===== src/logic/i2c_target_consts.svh =====
/*
 Register offsets, field positions, reset values and address classes
 for the serial target block. Assumes APB byte addresses, one word each.
*/
// Contract
// - Control word fully readable and writable
// - Status low six bits read-only
// - Full byte moves to holding buffer, pulse
// - Transmit register has a single stage
// - Own address register holds ten bits
// - Narrow mode compares seven low address bits
// - Wide mode first byte 11110 plus A9:A8
// - Wide low byte compared after first match
// - Repeated start in wide mode: first byte only
// - Seven-bit address values classified by range
// - Enabled target idles until start condition
// - Shift eight bits, then compare address
// - Own bits 6:0 versus shift 7:1, bit0 direction
// - Sample data on rising SCL
// - Acknowledge match, flag on ninth falling edge
// - Address leaves holding buffer and full flag
// - Nine-bit reload drives baud generator
// - Status bit shows full wide match
// - Full buffer: no acknowledge, no overwrite, pulse
// - Read direction: acknowledge, hold SCL low
`ifndef I2C_TARGET_CONSTS_SVH
`define I2C_TARGET_CONSTS_SVH

`define RA_RCV 8'h00
`define RA_TRN 8'h04
`define RA_BRG 8'h08
`define RA_CON 8'h0c
`define RA_STAT 8'h10
`define RA_ADD 8'h14

`define CON_EN 15
`define CON_REL 12
`define CON_WIDE 10
`define ST_TBF 0
`define ST_RBF 1
`define ST_RW 2
`define ST_BUSY 3
`define ST_WIDE 4
`define ST_OVF 6
`define ST_RO_BITS 6

`define CON_RST 16'h1000
`define STAT_HI_RST 10'h000
`define ADD_RST 10'h000
`define BRG_RST 9'h000
`define BYTE_RST 8'h00

`define WIDE_PREFIX 5'h1e
`define LAST_BIT 4'h7
`define ACK_BIT 4'h8
`define END_BIT 4'h9
`define CLS_RESV_LO_MIN 7'h01
`define CLS_HS_MIN 7'h04
`define CLS_NORMAL_MIN 7'h08
`define CLS_WIDE_MIN 7'h78
`define CLS_RESV_HI_MIN 7'h7c

`endif


===== src/logic/i2c_target_pkg.sv =====
/*
 Types shared by the serial target block.
 Assumes the constants header is compiled alongside.
*/
`default_nettype none
package i2c_target_pkg;

    typedef enum logic [3:0] {
        ST_IDLE = 4'b0000,
        ST_ADDR = 4'b0001,
        ST_ADDR_ACK = 4'b0010,
        ST_LOW_ADDR = 4'b0011,
        ST_LOW_ACK = 4'b0100,
        ST_RX = 4'b0101,
        ST_RX_ACK = 4'b0110,
        ST_TX_HOLD = 4'b0111,
        ST_TX = 4'b1000,
        ST_TX_ACK = 4'b1001
    } target_state_e;

    typedef enum logic [2:0] {
        CLS_GENERAL = 3'b000,
        CLS_RESV_LOW = 3'b001,
        CLS_HS_CODE = 3'b010,
        CLS_NORMAL = 3'b011,
        CLS_WIDE_PFX = 3'b100,
        CLS_RESV_HIGH = 3'b101
    } addr_class_e;

    typedef struct packed {
        logic scl;
        logic sda;
    } pad_in_s;

    typedef struct packed {
        logic scl_out;
        logic scl_oe;
        logic sda_out;
        logic sda_oe;
    } pad_out_s;

endpackage
`default_nettype wire


===== src/logic/i2c_target_address_receive.sv =====
/*
 Serial two-wire target: address match (7 and 10 bit), double-buffered
 receive, single-stage transmit, APB register file, baud generator.
 Assumes SCL/SDA inputs already synchronous to pclk; open-drain pads
 resolved outside (oe high pulls the wire low).
*/
`timescale 1ns/10ps
`default_nettype none
`include "i2c_target_consts.svh"

module i2c_target_address_receive
    import i2c_target_pkg::*;
(
    input wire logic pclk,
    input wire logic presetn,
    input wire logic psel,
    input wire logic penable,
    input wire logic pwrite,
    input wire logic [7:0] paddr,
    input wire logic [31:0] pwdata,
    output logic [31:0] prdata,
    output logic pready,
    output logic pslverr,
    input wire pad_in_s pad_i,
    output var pad_out_s pad_o,
    output logic target_event_flag,
    output logic baud_tick
);

    function automatic logic hit(input logic [7:0] a, input logic [7:0] o);
        hit = (a == o);
    endfunction

    function automatic logic mapped(input logic [7:0] a);
        mapped = hit(a, `RA_RCV) | hit(a, `RA_TRN) | hit(a, `RA_BRG) |
                 hit(a, `RA_CON) | hit(a, `RA_STAT) | hit(a, `RA_ADD);
    endfunction

    function automatic addr_class_e class_of(input logic [6:0] a);
        if (a >= `CLS_RESV_HI_MIN) class_of = CLS_RESV_HIGH;
        else if (a >= `CLS_WIDE_MIN) class_of = CLS_WIDE_PFX;
        else if (a >= `CLS_NORMAL_MIN) class_of = CLS_NORMAL;
        else if (a >= `CLS_HS_MIN) class_of = CLS_HS_CODE;
        else if (a >= `CLS_RESV_LO_MIN) class_of = CLS_RESV_LOW;
        else class_of = CLS_GENERAL;
    endfunction

    target_state_e state_q, state_d;
    logic [3:0] bit_cnt_q, bit_cnt_d;
    logic [7:0] shift_q, shift_d;
    logic ack_q, ack_d;
    logic sda_drv_q, sda_drv_d;
    logic rw_q, rw_d;
    logic wide_match_q, wide_match_d;
    logic scl_q, sda_q, scl_hold_q;
    logic evt_d, hold_set, tx_take, rx_load, rx_ovf;

    logic [15:0] serial_control_word_q;
    logic [9:0] stat_hi_q;
    logic [9:0] own_target_address_q;
    logic [8:0] bit_rate_reload_q;
    logic [7:0] transmit_holding_reg_q;
    logic [7:0] receive_holding_buffer_q;
    logic tbf_q, receive_buffer_full_q;
    logic [8:0] baud_cnt_q;
    logic [31:0] prdata_q;

    logic serial_module_enable, wide_address_select, clock_release_bit;
    logic scl_rise, scl_fall, start_det, stop_det, last_bit;
    logic [7:0] rx_byte;
    logic [15:0] stat_word;
    logic wr_acc, rd_acc, rd_setup;

    assign serial_module_enable = serial_control_word_q[`CON_EN];
    assign wide_address_select = serial_control_word_q[`CON_WIDE];
    assign clock_release_bit = serial_control_word_q[`CON_REL];

    assign scl_rise = pad_i.scl & ~scl_q;
    assign scl_fall = ~pad_i.scl & scl_q;
    assign start_det = scl_q & pad_i.scl & sda_q & ~pad_i.sda;
    assign stop_det = scl_q & pad_i.scl & ~sda_q & pad_i.sda;
    assign last_bit = scl_rise & (bit_cnt_q == `LAST_BIT);
    assign rx_byte = {shift_q[6:0], pad_i.sda};

    assign wr_acc = psel & penable & pwrite;
    assign rd_acc = psel & penable & ~pwrite;
    assign rd_setup = psel & ~penable & ~pwrite;

    // Received data only ever reaches the buffer from the data phase
    assign rx_load = (state_q == ST_RX) & last_bit &
                     ~receive_buffer_full_q;
    assign rx_ovf = (state_q == ST_RX) & last_bit &
                    receive_buffer_full_q;
    assign tx_take = (state_q == ST_TX_HOLD) & clock_release_bit;

    always_ff @(posedge pclk or negedge presetn) begin
        if (!presetn) begin
            scl_q <= 1'b1;
            sda_q <= 1'b1;
        end else begin
            scl_q <= pad_i.scl;
            sda_q <= pad_i.sda;
        end
    end

    always_comb begin
        state_d = state_q;
        bit_cnt_d = bit_cnt_q;
        shift_d = shift_q;
        ack_d = ack_q;
        sda_drv_d = sda_drv_q;
        rw_d = rw_q;
        wide_match_d = wide_match_q;
        evt_d = 1'b0;
        hold_set = 1'b0;
        if (!serial_module_enable) begin
            state_d = ST_IDLE;
            sda_drv_d = 1'b0;
            wide_match_d = 1'b0;
        end else if (start_det) begin
            // Repeated start keeps the wide match for a first-byte check
            state_d = ST_ADDR;
            bit_cnt_d = 4'h0;
            sda_drv_d = 1'b0;
        end else if (stop_det) begin
            state_d = ST_IDLE;
            sda_drv_d = 1'b0;
            wide_match_d = 1'b0;
        end else begin
            case (state_q)
                ST_IDLE: begin
                    sda_drv_d = 1'b0;
                end
                ST_ADDR, ST_LOW_ADDR, ST_RX: begin
                    if (scl_rise) begin
                        shift_d = rx_byte;
                        bit_cnt_d = bit_cnt_q + 4'h1;
                    end
                    if (last_bit) begin
                        case (state_q)
                            ST_ADDR: begin
                                rw_d = pad_i.sda;
                                state_d = ST_ADDR_ACK;
                                if (wide_address_select) begin
                                    ack_d = (rx_byte[7:3] == `WIDE_PREFIX) &
                                        (class_of(rx_byte[7:1]) ==
                                         CLS_WIDE_PFX) &
                                        (rx_byte[2:1] ==
                                         own_target_address_q[9:8]) &
                                        (~pad_i.sda | wide_match_q);
                                end else begin
                                    ack_d = (rx_byte[7:1] ==
                                        own_target_address_q[6:0]) &
                                        (class_of(own_target_address_q[6:0])
                                         == CLS_NORMAL);
                                end
                            end
                            ST_LOW_ADDR: begin
                                ack_d = (rx_byte ==
                                    own_target_address_q[7:0]);
                                state_d = ST_LOW_ACK;
                            end
                            default: begin
                                ack_d = ~receive_buffer_full_q;
                                state_d = ST_RX_ACK;
                            end
                        endcase
                    end
                end
                ST_ADDR_ACK, ST_LOW_ACK, ST_RX_ACK: begin
                    if (scl_fall && bit_cnt_q == `ACK_BIT) begin
                        bit_cnt_d = `END_BIT;
                        sda_drv_d = ack_q;
                    end else if (scl_fall) begin
                        bit_cnt_d = 4'h0;
                        sda_drv_d = 1'b0;
                        evt_d = ack_q | (state_q == ST_RX_ACK);
                        case (state_q)
                            ST_ADDR_ACK: begin
                                if (!ack_q) begin
                                    state_d = ST_IDLE;
                                end else if (wide_address_select &&
                                             !wide_match_q) begin
                                    state_d = ST_LOW_ADDR;
                                end else if (rw_q) begin
                                    state_d = ST_TX_HOLD;
                                    hold_set = 1'b1;
                                end else begin
                                    state_d = ST_RX;
                                end
                            end
                            ST_LOW_ACK: begin
                                wide_match_d = ack_q;
                                state_d = ack_q ? ST_RX : ST_IDLE;
                            end
                            default: begin
                                state_d = ST_RX;
                            end
                        endcase
                    end
                end
                ST_TX_HOLD: begin
                    if (tx_take) begin
                        // Single stage: the byte leaves the register here
                        shift_d = transmit_holding_reg_q;
                        sda_drv_d = ~transmit_holding_reg_q[7];
                        bit_cnt_d = 4'h0;
                        state_d = ST_TX;
                    end
                end
                ST_TX: begin
                    if (scl_rise) begin
                        bit_cnt_d = bit_cnt_q + 4'h1;
                    end else if (scl_fall && bit_cnt_q == `ACK_BIT) begin
                        sda_drv_d = 1'b0;
                        state_d = ST_TX_ACK;
                    end else if (scl_fall) begin
                        shift_d = {shift_q[6:0], 1'b0};
                        sda_drv_d = ~shift_q[6];
                    end
                end
                ST_TX_ACK: begin
                    if (scl_rise) begin
                        ack_d = ~pad_i.sda;
                    end else if (scl_fall) begin
                        evt_d = 1'b1;
                        bit_cnt_d = 4'h0;
                        hold_set = ack_q;
                        state_d = ack_q ? ST_TX_HOLD : ST_IDLE;
                    end
                end
                default: begin
                    state_d = ST_IDLE;
                end
            endcase
        end
    end

    always_ff @(posedge pclk or negedge presetn) begin
        if (!presetn) begin
            state_q <= ST_IDLE;
            bit_cnt_q <= 4'h0;
            shift_q <= `BYTE_RST;
            ack_q <= 1'b0;
            sda_drv_q <= 1'b0;
            rw_q <= 1'b0;
            wide_match_q <= 1'b0;
            target_event_flag <= 1'b0;
            scl_hold_q <= 1'b0;
        end else begin
            state_q <= state_d;
            bit_cnt_q <= bit_cnt_d;
            shift_q <= shift_d;
            ack_q <= ack_d;
            sda_drv_q <= sda_drv_d;
            rw_q <= rw_d;
            wide_match_q <= wide_match_d;
            target_event_flag <= evt_d;
            scl_hold_q <= (state_d == ST_TX_HOLD);
        end
    end

    // One driver for the whole pad bundle
    assign pad_o = '{scl_out: 1'b0, scl_oe: scl_hold_q, sda_out: 1'b0,
                     sda_oe: sda_drv_q};

    // Software setting the release wins over the hardware clear
    always_ff @(posedge pclk or negedge presetn) begin
        if (!presetn) begin
            serial_control_word_q <= `CON_RST;
        end else if (wr_acc && hit(paddr, `RA_CON)) begin
            serial_control_word_q <= pwdata[15:0];
        end else if (hold_set) begin
            serial_control_word_q[`CON_REL] <= 1'b0;
        end
    end

    always_ff @(posedge pclk or negedge presetn) begin
        if (!presetn) begin
            own_target_address_q <= `ADD_RST;
            bit_rate_reload_q <= `BRG_RST;
            transmit_holding_reg_q <= `BYTE_RST;
        end else if (wr_acc) begin
            if (hit(paddr, `RA_ADD)) begin
                own_target_address_q <= pwdata[9:0];
            end
            if (hit(paddr, `RA_BRG)) begin
                bit_rate_reload_q <= pwdata[8:0];
            end
            if (hit(paddr, `RA_TRN)) begin
                transmit_holding_reg_q <= pwdata[7:0];
            end
        end
    end

    always_ff @(posedge pclk or negedge presetn) begin
        if (!presetn) begin
            tbf_q <= 1'b0;
        end else if (wr_acc && hit(paddr, `RA_TRN)) begin
            tbf_q <= 1'b1;
        end else if (tx_take) begin
            tbf_q <= 1'b0;
        end
    end

    always_ff @(posedge pclk or negedge presetn) begin
        if (!presetn) begin
            receive_holding_buffer_q <= `BYTE_RST;
            receive_buffer_full_q <= 1'b0;
        end else if (rx_load) begin
            receive_holding_buffer_q <= rx_byte;
            receive_buffer_full_q <= 1'b1;
        end else if (rd_acc && hit(paddr, `RA_RCV)) begin
            receive_buffer_full_q <= 1'b0;
        end
    end

    // Upper status bits are plain storage; overflow set beats a write
    always_ff @(posedge pclk or negedge presetn) begin
        if (!presetn) begin
            stat_hi_q <= `STAT_HI_RST;
        end else begin
            if (wr_acc && hit(paddr, `RA_STAT)) begin
                stat_hi_q <= pwdata[15:`ST_RO_BITS];
            end
            if (rx_ovf) begin
                stat_hi_q[`ST_OVF-`ST_RO_BITS] <= 1'b1;
            end
        end
    end

    always_comb begin
        stat_word = {stat_hi_q, 6'h00};
        stat_word[`ST_TBF] = tbf_q;
        stat_word[`ST_RBF] = receive_buffer_full_q;
        stat_word[`ST_RW] = rw_q;
        stat_word[`ST_BUSY] = (state_q != ST_IDLE);
        stat_word[`ST_WIDE] = wide_match_q;
    end

    // Reload counter; stopped and preloaded while the module is off
    always_ff @(posedge pclk or negedge presetn) begin
        if (!presetn) begin
            baud_cnt_q <= `BRG_RST;
            baud_tick <= 1'b0;
        end else if (!serial_module_enable || baud_cnt_q == 9'h000) begin
            baud_cnt_q <= bit_rate_reload_q;
            baud_tick <= serial_module_enable;
        end else begin
            baud_cnt_q <= baud_cnt_q - 9'h001;
            baud_tick <= 1'b0;
        end
    end

    // Read data captured in the setup cycle so prdata is a flop
    always_ff @(posedge pclk or negedge presetn) begin
        if (!presetn) begin
            prdata_q <= 32'h0000_0000;
        end else if (rd_setup) begin
            prdata_q <= 32'h0000_0000;
            if (hit(paddr, `RA_RCV))
                prdata_q[7:0] <= receive_holding_buffer_q;
            if (hit(paddr, `RA_TRN)) prdata_q[7:0] <= transmit_holding_reg_q;
            if (hit(paddr, `RA_BRG)) prdata_q[8:0] <= bit_rate_reload_q;
            if (hit(paddr, `RA_CON)) prdata_q[15:0] <= serial_control_word_q;
            if (hit(paddr, `RA_STAT)) prdata_q[15:0] <= stat_word;
            if (hit(paddr, `RA_ADD)) prdata_q[9:0] <= own_target_address_q;
        end
    end

    assign prdata = prdata_q;
    assign pready = 1'b1;
    assign pslverr = psel & penable & ~mapped(paddr);

endmodule // i2c_target_address_receive
`default_nettype wire


===== config.mk =====
export PLATFORM = sky130hd
export DESIGN_NAME = i2c_target_address_receive
export DESIGN_NICKNAME = d
export VERILOG_FILES = /design/src/logic/i2c_target_pkg.sv /design/src/logic/i2c_target_address_receive.sv
export VERILOG_INCLUDE_DIRS = /design/src /design/src/logic
export SDC_FILE = /design/constraint.sdc
export NUM_CORES = 1
export LEC_CHECK = 0
export BUFFER_PORTS_ARGS = -buffer_cell sky130_fd_sc_hd__buf_2
export CAP_MARGIN = 25
export CORE_MARGIN = 8
export CORE_UTILIZATION = 58
export CTS_CLUSTER_DIAMETER = 120
export CTS_CLUSTER_SIZE = 16
export DETAILED_ROUTE_END_ITERATION = 10
export PLACE_DENSITY = 0.78
export SLEW_MARGIN = 15
export SYNTH_ARGS = -nofsm -noshare
export SYNTH_HDL_FRONTEND = slang
export SYNTH_SLANG_ARGS = --single-unit

===== constraint.sdc =====
create_clock -name pclk -period 2.4 [get_ports pclk]
set_input_delay 0.72 -clock pclk [delete_from_list [all_inputs] [get_ports pclk]]
set_output_delay 0.72 -clock pclk [all_outputs]
set_load 0.01 [all_outputs]

==> results.toml, run 1 <==
[cells_and_area]
syn_to_final_growth_pct = 13.6
diodes = 0
fin_nets = 702
utilization = 0.674
final_layout_size_suffix_gt1_frac = 0.307
design_area_um2 = 6930

[run_status]
status = "finished, final reports clean"

[timing]
rsz0062_at_grt = "yes"
tightest_slew_ns = 0.578
relSlewSlack = 0.614
fmax_mhz = 418
finalHoldViolations = 0
timing.final.setup_violations = 0
timing.final.crit_share = 0.996
slew_violations = 0
whs_ns = 0.284
layout_min_cycle_time_ns = 2.39
skew_ns = 0.00994

[placement]
gp_congestion = 0.941
place_area_um2 = 6690
dp_hpwl_um = 11700
io_buffer_count = 51

[die]
die-area_um2 = 14100
core-area_um2 = 10300
rows = 37
initial_core_util = 0.593
io_pins = 87
die_w_um = 119
die_h_um = 119

[run]
timing.max_cap.violations = 0

[setup_path]
crit_chain = "buf_6 -> or4_4 -> nor2_4 -> a21oi_1 -> buf_2"
start_kind = "input pin"
critPathCaptureType = "output pin"
crit_arrival_ns = 1.67
required_ns = 1.68
crit_path_top_delay_cell = "or4_4"
cp_top_family = "simple AND/OR/NAND/NOR gates"
path_class = "input pin to output pin"
cp_max_fo = 2
max_stage_delay_ns = 0.55
crit_buf_inv = 2

[power_and_ir_drop]
clkPwrFrac = 0.321
power.density_nw_per_um2 = 494
p_int_uw = 2500
power_switching_uw = 923
power_frac_seq = 0.579
power_uw = 3430
leakage_uw = 0.00335
combPwrFrac = 0.099
switching_share = 0.270
ir_drop_v = 0.000469

[yosys]
synthTopCellsByCount = "dfrtp_1, mux2_2, nand2_1"
syn_area_um2 = 6100
synth.top_cell.area_share = 0.447
avgSynthCellArea_um2 = 10.5
synthTopCellsByArea = "dfrtp_1, mux2_2, o21ai_0"
synth_edf_count = 0
yosys.area.top_type = "dfrtp_1"
synth_warnings = 0
yosysUniqueCellTypes = 71
synth_ff_type = "dfrtp_1"
synthCells = 580
synth_seq_cells = 112
synth-async-reset-ratio = 1.00
yosysSeqAreaShare = 0.460
synth.most_common_cell = "dfrtp_1"

[detailed_routing]
ant_nets = 0
vias = 4804
drtIter0Drc = 520
drtPass1Iterations = 7
via_per_inst = 6.06
routed_wl_um = 15600
wl_per_cell_um = 19.7
drc = 0

[cts]
clockBufferDepth = 2
clock_sinks = 112
root_buffer = "clkbuf_8"
clk_pin_slew_ns = 0.10
cts_tree = "built"
htree_levels = 3
cts-buffers-inserted = 9
clk_latency_ns = 0.40

[min_path]
hp-class = "input pin to async pin"

[grt]
overflow = 0
grt_usage = 0.225
antenna_found_initial = 0
grt_pass1_wl_um = 25500
grt_pass1_vias = 4887
grt_max_degree = 60
==> layout by cell type (no fill, tap or decap), types with 15 or more instances in the layout <==
cell type / Yosys / layout
dfrtp_1: 109 / 109
buf_2: 2 / 49
nand2_1: 48 / 48
mux2_2: 57 / 48
buf_4: 23 / 42
o21ai_0: 41 / 41
nor2_1: 40 / 38
a21oi_1: 31 / 31
mux2i_1: 20 / 20
conb_1: 2 / 19
mux2_4: 9 / 18
xnor2_1: 15 / 15
==> state kept, by name (all words and copies together), names as in the netlist, 4 cells and up <==
register	flops
shift_q	7
transmit_holding_reg_q	8
own_target_address_q	10
bit_cnt_q	4
state_q	4
baud_cnt_q	9
bit_rate_reload_q	9
prdata	16
stat_hi_q	10
serial_control_word_q	16
receive_holding_buffer_q	8
==> path summary, 6_finish.rpt <==
check / startpoint / end / slack [ns] / depth (start not counted)
max in group asynchronous: presetn / sda_q$_DFF_PN1_ / 1.43 / 2
setup / recovery: paddr[0] / pslverr / 0.01 / 5
min in group pclk: pad_i[1] / scl_q$_DFF_PN1_ / 0.44 / 1
setup reg to reg: bit_cnt_q[0]$_DFFE_PN0P_ / scl_hold_q$_DFF_PN0_ / 0.19 / 9
hold / removal: presetn / shift_q[1]$_DFFE_PN0P_ / 0.28 / 1
hold reg to reg: tbf_q$_DFFE_PN0P_ / tbf_q$_DFFE_PN0P_ / 0.51 / 2
==> power by group through the flow <==
stage                     Sequential, uW  Clock, uW  Combinational, uW
after floorplan                     2030          0                168
after global placement              2020          0                327
after detailed placement            2020          0                337
after CTS                           1980       1130                341
after global routing                1990       1200                376
final                               1980       1100                340
==> per-layer routing <==
metal / global-route usage / vias to the layer above / part of all wire
li1: - / 2184 / -
met4: 0.0996 / 0 / 0.027
met1: 0.280 / 2383 / 0.42
met3: 0.0695 / 34 / 0.076
met2: 0.355 / 203 / 0.48
met5: 0 / - / 0
==> area by class of cell <==
class                      instances  area (um^2)
inverter                          12         45.0
sequential                       112         2810
tap                              136          170
fill                             816         3350
timing repair buffer              96          652
multi-input combinational        421         3070
clock inverter                     6         50.0
clock buffer                      10          138
==> kinds of logic (layout without fill, tap and decap cells) <==
group                      count (synthesis)  after routing  synth area share
adders and majority gates                  3              3           0.00615
buffers and inverters                     64            124            0.0564
and+or+nand+nor                          165            165             0.149
AOI/OAI and AO/OA                        122            122             0.123
xor gates and xnor gates                  23             23            0.0330
other                                      2             19           0.00123
muxes                                     89             89             0.171
DFF                                      112            112             0.460
==> what timing repair did <==
action / CTS / global route
endpoints found under the hold margin: 0 / 0
gates resized for setup: 3 / 3
hold buffers: 0 / 0
pin swaps: 3 / 3
endpoints found under the setup margin: 1 / 8
buffers inserted: 2 / 2
==> through the flow <==
stage               TNS (ns)  setup slack (ns)  instances
finish                     0            0.0103        793
global route         -0.0542           -0.0361        793
CTS                 -0.00270          -0.00270        791
detailed placement    -12.38            -0.248        773
global placement      -10.85            -0.203        773
floorplan              -1.22           -0.0666        597
(Power assumes the default switching activity.)
==> run 2: changes to the inputs <==
--- a/config.mk
+++ b/config.mk
@@ -14,6 +14,7 @@
 export CTS_CLUSTER_SIZE = 16
 export DETAILED_ROUTE_END_ITERATION = 10
 export PLACE_DENSITY = 0.78
+export RECOVER_POWER = 100
 export SLEW_MARGIN = 15
 export SYNTH_ARGS = -nofsm -noshare
 export SYNTH_HDL_FRONTEND = slang
==> run 2 against run 1 <==
The run now ends with negative setup slack left. Non-clock buffer count stayed put. Combinational power is 4% lower. Clock skew is 0.00082 ns higher. Utilization is 0.63 points lower. Register-to-register slack worse by 0.09 ns. Total power is 0.35% lower. Sequential share of layout area is 0.38 points higher. Sequential power hardly changed. Clock power hardly changed. Critical path type is now input pin to register.
==> results.toml, run 2 (same netlist as run 1, synthesis figures left out) <==
[run_status]
status = "finished, violations left"
violations = "negative setup slack"

[die]
io_pins = 87
die_h_um = 119
rows = 37
die_w_um = 119
core-area_um2 = 10300
initial_core_util = 0.593
die-area_um2 = 14100

[setup_path]
timing.rr.start = "state_q[2]$_DFF_PN0_"
start_kind = "input pin"
r2r-end = "receive_holding_buffer_q[5]$_DFFE_PN0P_"
path_class = "input pin to register"
cp_max_fo = 10
required_ns = 2.69
ff2ff_setup_slack_ns = 0.10
r2r_cells = 6
crit_arrival_ns = 2.69
critPathCaptureType = "register"

[timing]
rsz0062_at_grt = "yes"
slew_violations = 0
tightest_slew_ns = 0.987
fmax_mhz = 416
finalHoldViolations = 0
fin_ws_ns = -0.00490
relSlewSlack = 0.342
skew_ns = 0.0108
whs_ns = 0.436
timing.final.crit_share = 1.00
timing.final.setup_violations = 2
layout_min_cycle_time_ns = 2.40

[detailed_routing]
routed_wl_um = 15700
via_per_inst = 6.05
wl_per_cell_um = 19.7
drtPass1Iterations = 6
drtIter0Drc = 548
drc = 0
vias = 4798
ant_nets = 0

[min_path]
hp-class = "input pin to register"
min_to = "scl_q$_DFF_PN1_"
min_from = "pad_i[1]"
hold_depth = 1

[cts]
cts_tree = "built"
clk_pin_slew_ns = 0.11
clock_sinks = 112
clockBufferDepth = 2
root_buffer = "clkbuf_8"
cts-buffers-inserted = 9
htree_levels = 3
clk_latency_ns = 0.40
hold_buffers = 0

[grt]
overflow = 0
met3_usage = 0.0695
grt_usage = 0.225
grt_max_degree = 60
grt_pass1_vias = 4887
gr-usage-met2 = 0.355
grt_pass1_wl_um = 25500
grt_use_met1 = 0.280
antenna_found_initial = 0
grt_most_used_layer = "met2"

[cells_and_area]
n_fill_cell = 831
final_common_cell = "dfrtp_1"
syn_to_final_growth_pct = 12.5
final_layout_size_suffix_gt1_frac = 0.268
utilization = 0.668
fin_nets = 702
final_cell_mix = "dfrtp_1, nand2_1, mux2_2"
design_area_um2 = 6860
diodes = 0

[placement]
dp_hpwl_um = 11700
gp_congestion = 0.941
dp_slack_ns = -0.248
place_area_um2 = 6690
io_buffer_count = 51

[power_and_ir_drop]
ir_drop_v = 0.000468
leakage_uw = 0.00325
power_uw = 3410
power.density_nw_per_um2 = 497

[run]
timing.max_cap.violations = 0
## run 2: layout make-up
class / count / area, um^2 / area share
Inverter: 12 / 45.0 / 0.00656
Clock buffer: 10 / 138 / 0.0201
Sequential cell: 112 / 2810 / 0.409
Multi-Input combinational cell: 421 / 3070 / 0.447
Timing Repair Buffer: 96 / 587 / 0.0855
Tap cell: 136 / 170 / 0.0248
Clock inverter: 6 / 50.0 / 0.00729
## run 2: per-layer routing
metal / share of wire / vias up
met4: 0.026 / 0
met1: 0.42 / 2383
li1: - / 2182
met3: 0.074 / 35
met5: 0 / -
met2: 0.48 / 198
## run 2: repair_timing
| action | 4_1_cts | 5_1_grt |
|---|---|---|
| pin swaps | 3 | 3 |
| resized for setup | 3 | 3 |
| setup buffers | 2 | 2 |
| endpoints found under the setup margin | 1 | 8 |
## run 2: worst max-delay path, cell delays in order
cell and delay, ns:
buf_6 0.09, or4_4 0.55, buf_4 0.17, or3_1 0.34, clkbuf_2 0.21, nor2_8 0.24, mux2_2 0.37
## run 2: per-stage QoR
stage / instances / TNS (ns)
after CTS: 791 / -0.00270
after detailed placement: 773 / -12.38
after global routing: 793 / -0.319
after floorplan: 597 / -1.22
final: 793 / -0.00715
after global placement: 773 / -10.85
## run 2: worst max path at each step
stage / startpoint / to
after detailed placement: paddr[6] / own_target_address_q[1]$_DFFE_PN0P_
after floorplan: paddr[6] / stat_hi_q[1]$_DFFE_PN0P_
final: paddr[0] / own_target_address_q[0]$_DFFE_PN0P_
after global placement: paddr[6] / own_target_address_q[1]$_DFFE_PN0P_
after global routing: paddr[0] / pslverr
after CTS: paddr[0] / pslverr
## run 2: where the power goes
| part | internal, uW | switching [uW] | total, uW |
|---|---|---|---|
| registers | 1940 | 41.1 | 1990 |
| clock network | 421 | 682 | 1100 |
| logic | 121 | 204 | 325 |
==> run 3: changes to the inputs <==
--- a/config.mk
+++ b/config.mk
@@ -9,11 +9,11 @@
 export BUFFER_PORTS_ARGS = -buffer_cell sky130_fd_sc_hd__buf_2
 export CAP_MARGIN = 25
 export CORE_MARGIN = 8
-export CORE_UTILIZATION = 58
+export CORE_UTILIZATION = 50
 export CTS_CLUSTER_DIAMETER = 120
 export CTS_CLUSTER_SIZE = 16
 export DETAILED_ROUTE_END_ITERATION = 10
-export PLACE_DENSITY = 0.78
+export PLACE_DENSITY = 0.68
 export RECOVER_POWER = 100
 export SLEW_MARGIN = 15
 export SYNTH_ARGS = -nofsm -noshare
==> run 3 against run 2 <==
The run still ends with negative setup slack left. Total power rose by 16%. Sequential power about the same. Fmax is 0.52% lower. Critical path depth shrank 2. Critical endpoint is now pslverr. Largest power group unchanged. Highest routed layer unchanged.
==> results.toml, run 3 (same netlist as run 1, synthesis figures left out) <==
[cells_and_area]
diodes = 0
fin_nets = 703
design_area_um2 = 7100
final_common_cell = "dfrtp_1"
utilization = 0.594
final_layout_size_suffix_gt1_frac = 0.272
final_cell_mix = "dfrtp_1, nand2_1, o21ai_0, mux2_2, nor2_1"
syn_to_final_growth_pct = 16.4

[placement]
dp_hpwl_um = 11600
gp_congestion = 0.905
place_area_um2 = 6700
io_buffer_count = 51

[grt]
grt_pass1_wl_um = 25800
grt_max_degree = 42
antenna_found_initial = 0
grt_usage = 0.202
overflow = 0
grt_pass1_vias = 4746

[detailed_routing]
drtIter0Drc = 389
drtPass1Iterations = 5
drc = 0
vias = 4728
ant_nets = 0
wl_per_cell_um = 20.2
via_per_inst = 5.88
routed_wl_um = 16200

[timing]
fin_ws_ns = -0.0174
slew_violations = 0
relSlewSlack = 0.307
rsz0062_at_grt = "yes"
finalHoldViolations = 0
skew_ns = 0.00662
timing.final.crit_share = 1.01
fmax_mhz = 414
setup-tns-final_ns = -0.0174
tightest_slew_ns = 1.04
timing.final.setup_violations = 1
whs_ns = 0.478
layout_min_cycle_time_ns = 2.42

[die]
core-area_um2 = 12000
die-area_um2 = 16000
rows = 40
die_h_um = 126
io_pins = 87
initial_core_util = 0.510
die_w_um = 126

[power_and_ir_drop]
power.density_nw_per_um2 = 559
ir_drop_v = 0.000513
leakage_uw = 0.00331

[cts]
htree_levels = 3
clk_pin_slew_ns = 0.07
clock_sinks = 112
clockBufferDepth = 2
clk_latency_ns = 0.36
cts-buffers-inserted = 9
root_buffer = "clkbuf_16"
cts_tree = "built"

[setup_path]
cp_max_fo = 2
required_ns = 1.68
r2r-end = "shift_q[5]$_DFFE_PN0P_"
start_kind = "input pin"
crit_arrival_ns = 1.70
ff2ff_setup_slack_ns = 0.19
r2r_cells = 6
timing.rr.start = "state_q[1]$_DFF_PN0_"
path_class = "input pin to output pin"
critPathCaptureType = "output pin"
critPathLaunch = "paddr[6]"

[run_status]
status = "finished, violations left"
violations = "negative setup slack"

[run]
timing.max_cap.violations = 0

[min_path]
min_to = "tbf_q$_DFFE_PN0P_"
hold_depth = 2
min_from = "tbf_q$_DFFE_PN0P_"
hp-class = "register to register"
## run 3: cell types whose count changed in the layout (fill, tap and decap cells not counted), moves of 2 or more
cell and change:
a22oi_1 -4, a22oi_2 +4, and2_1 +2, buf_4 -6, buf_6 +3, bufinv_16 +2, clkbuf_16 +10, clkbuf_4 -2
clkbuf_8 -10, mux2_2 -8, mux2_4 +8, nor2_4 +2
## run 3: per-stage QoR
stage	total power [uW]	setup slack (ns)	cells
after floorplan	2200	-0.0666	597
after global routing	4120	-0.0470	804
after detailed placement	2360	-0.239	782
after CTS	4010	-0.0166	799
after global placement	2340	-0.222	782
final	3970	-0.0174	804
## run 3: worst max-delay path: stages
cell     delay [ns]
buf_6          0.09
or4_4          0.56
nor2_4         0.12
a21oi_2        0.06
buf_2          0.14
## run 3: power by group
group | total [uW] | switching (uW) | leakage [uW] | internal, uW
clock | 1660 | 727 | 0.000159 | 928
combinational | 329 | 207 | 0.00163 | 122
sequential | 1990 | 41.4 | 0.00152 | 1940
total | 3970 | 975 | 0.00331 | 2990
## run 3: timing repair
item	4_1_cts	5_1_grt
hold buffers	0	0
pin swaps	3	12
endpoints found under the setup margin	1	47
cloned	0	3
gates resized for setup	4	28
buffers inserted	2	2
## run 3: worst max-delay path by stage
stage / end / slack, ns / cells after the start
after floorplan: stat_hi_q[1]$_DFFE_PN0P_ / -0.07 / 6
after global placement: own_target_address_q[2]$_DFFE_PN0P_ / -0.22 / 6
after detailed placement: own_target_address_q[0]$_DFFE_PN0P_ / -0.24 / 6
after CTS: pslverr / -0.02 / 5
after global routing: pslverr / -0.05 / 5
final: pslverr / -0.02 / 5
## run 3: area by class of cell
cell class / instances / area [um^2]
sequential: 112 / 2810
clock buffer: 9 / 225
multi-input combinational: 423 / 3130
tap: 147 / 184
fill: 1032 / 4860
clock inverter: 6 / 103
inverter: 12 / 45.0
timing repair buffer: 95 / 609
## run 3: routing by layer
layer | track usage | wire [um] | vias up
met3 | 0.0444 | 1010 | 15
met5 | 0 | 0 | -
met1 | 0.267 | 7250 | 2388
li1 | - | - | 2181
met2 | 0.326 | 7750 | 144
met4 | 0.0573 | 205 | 0
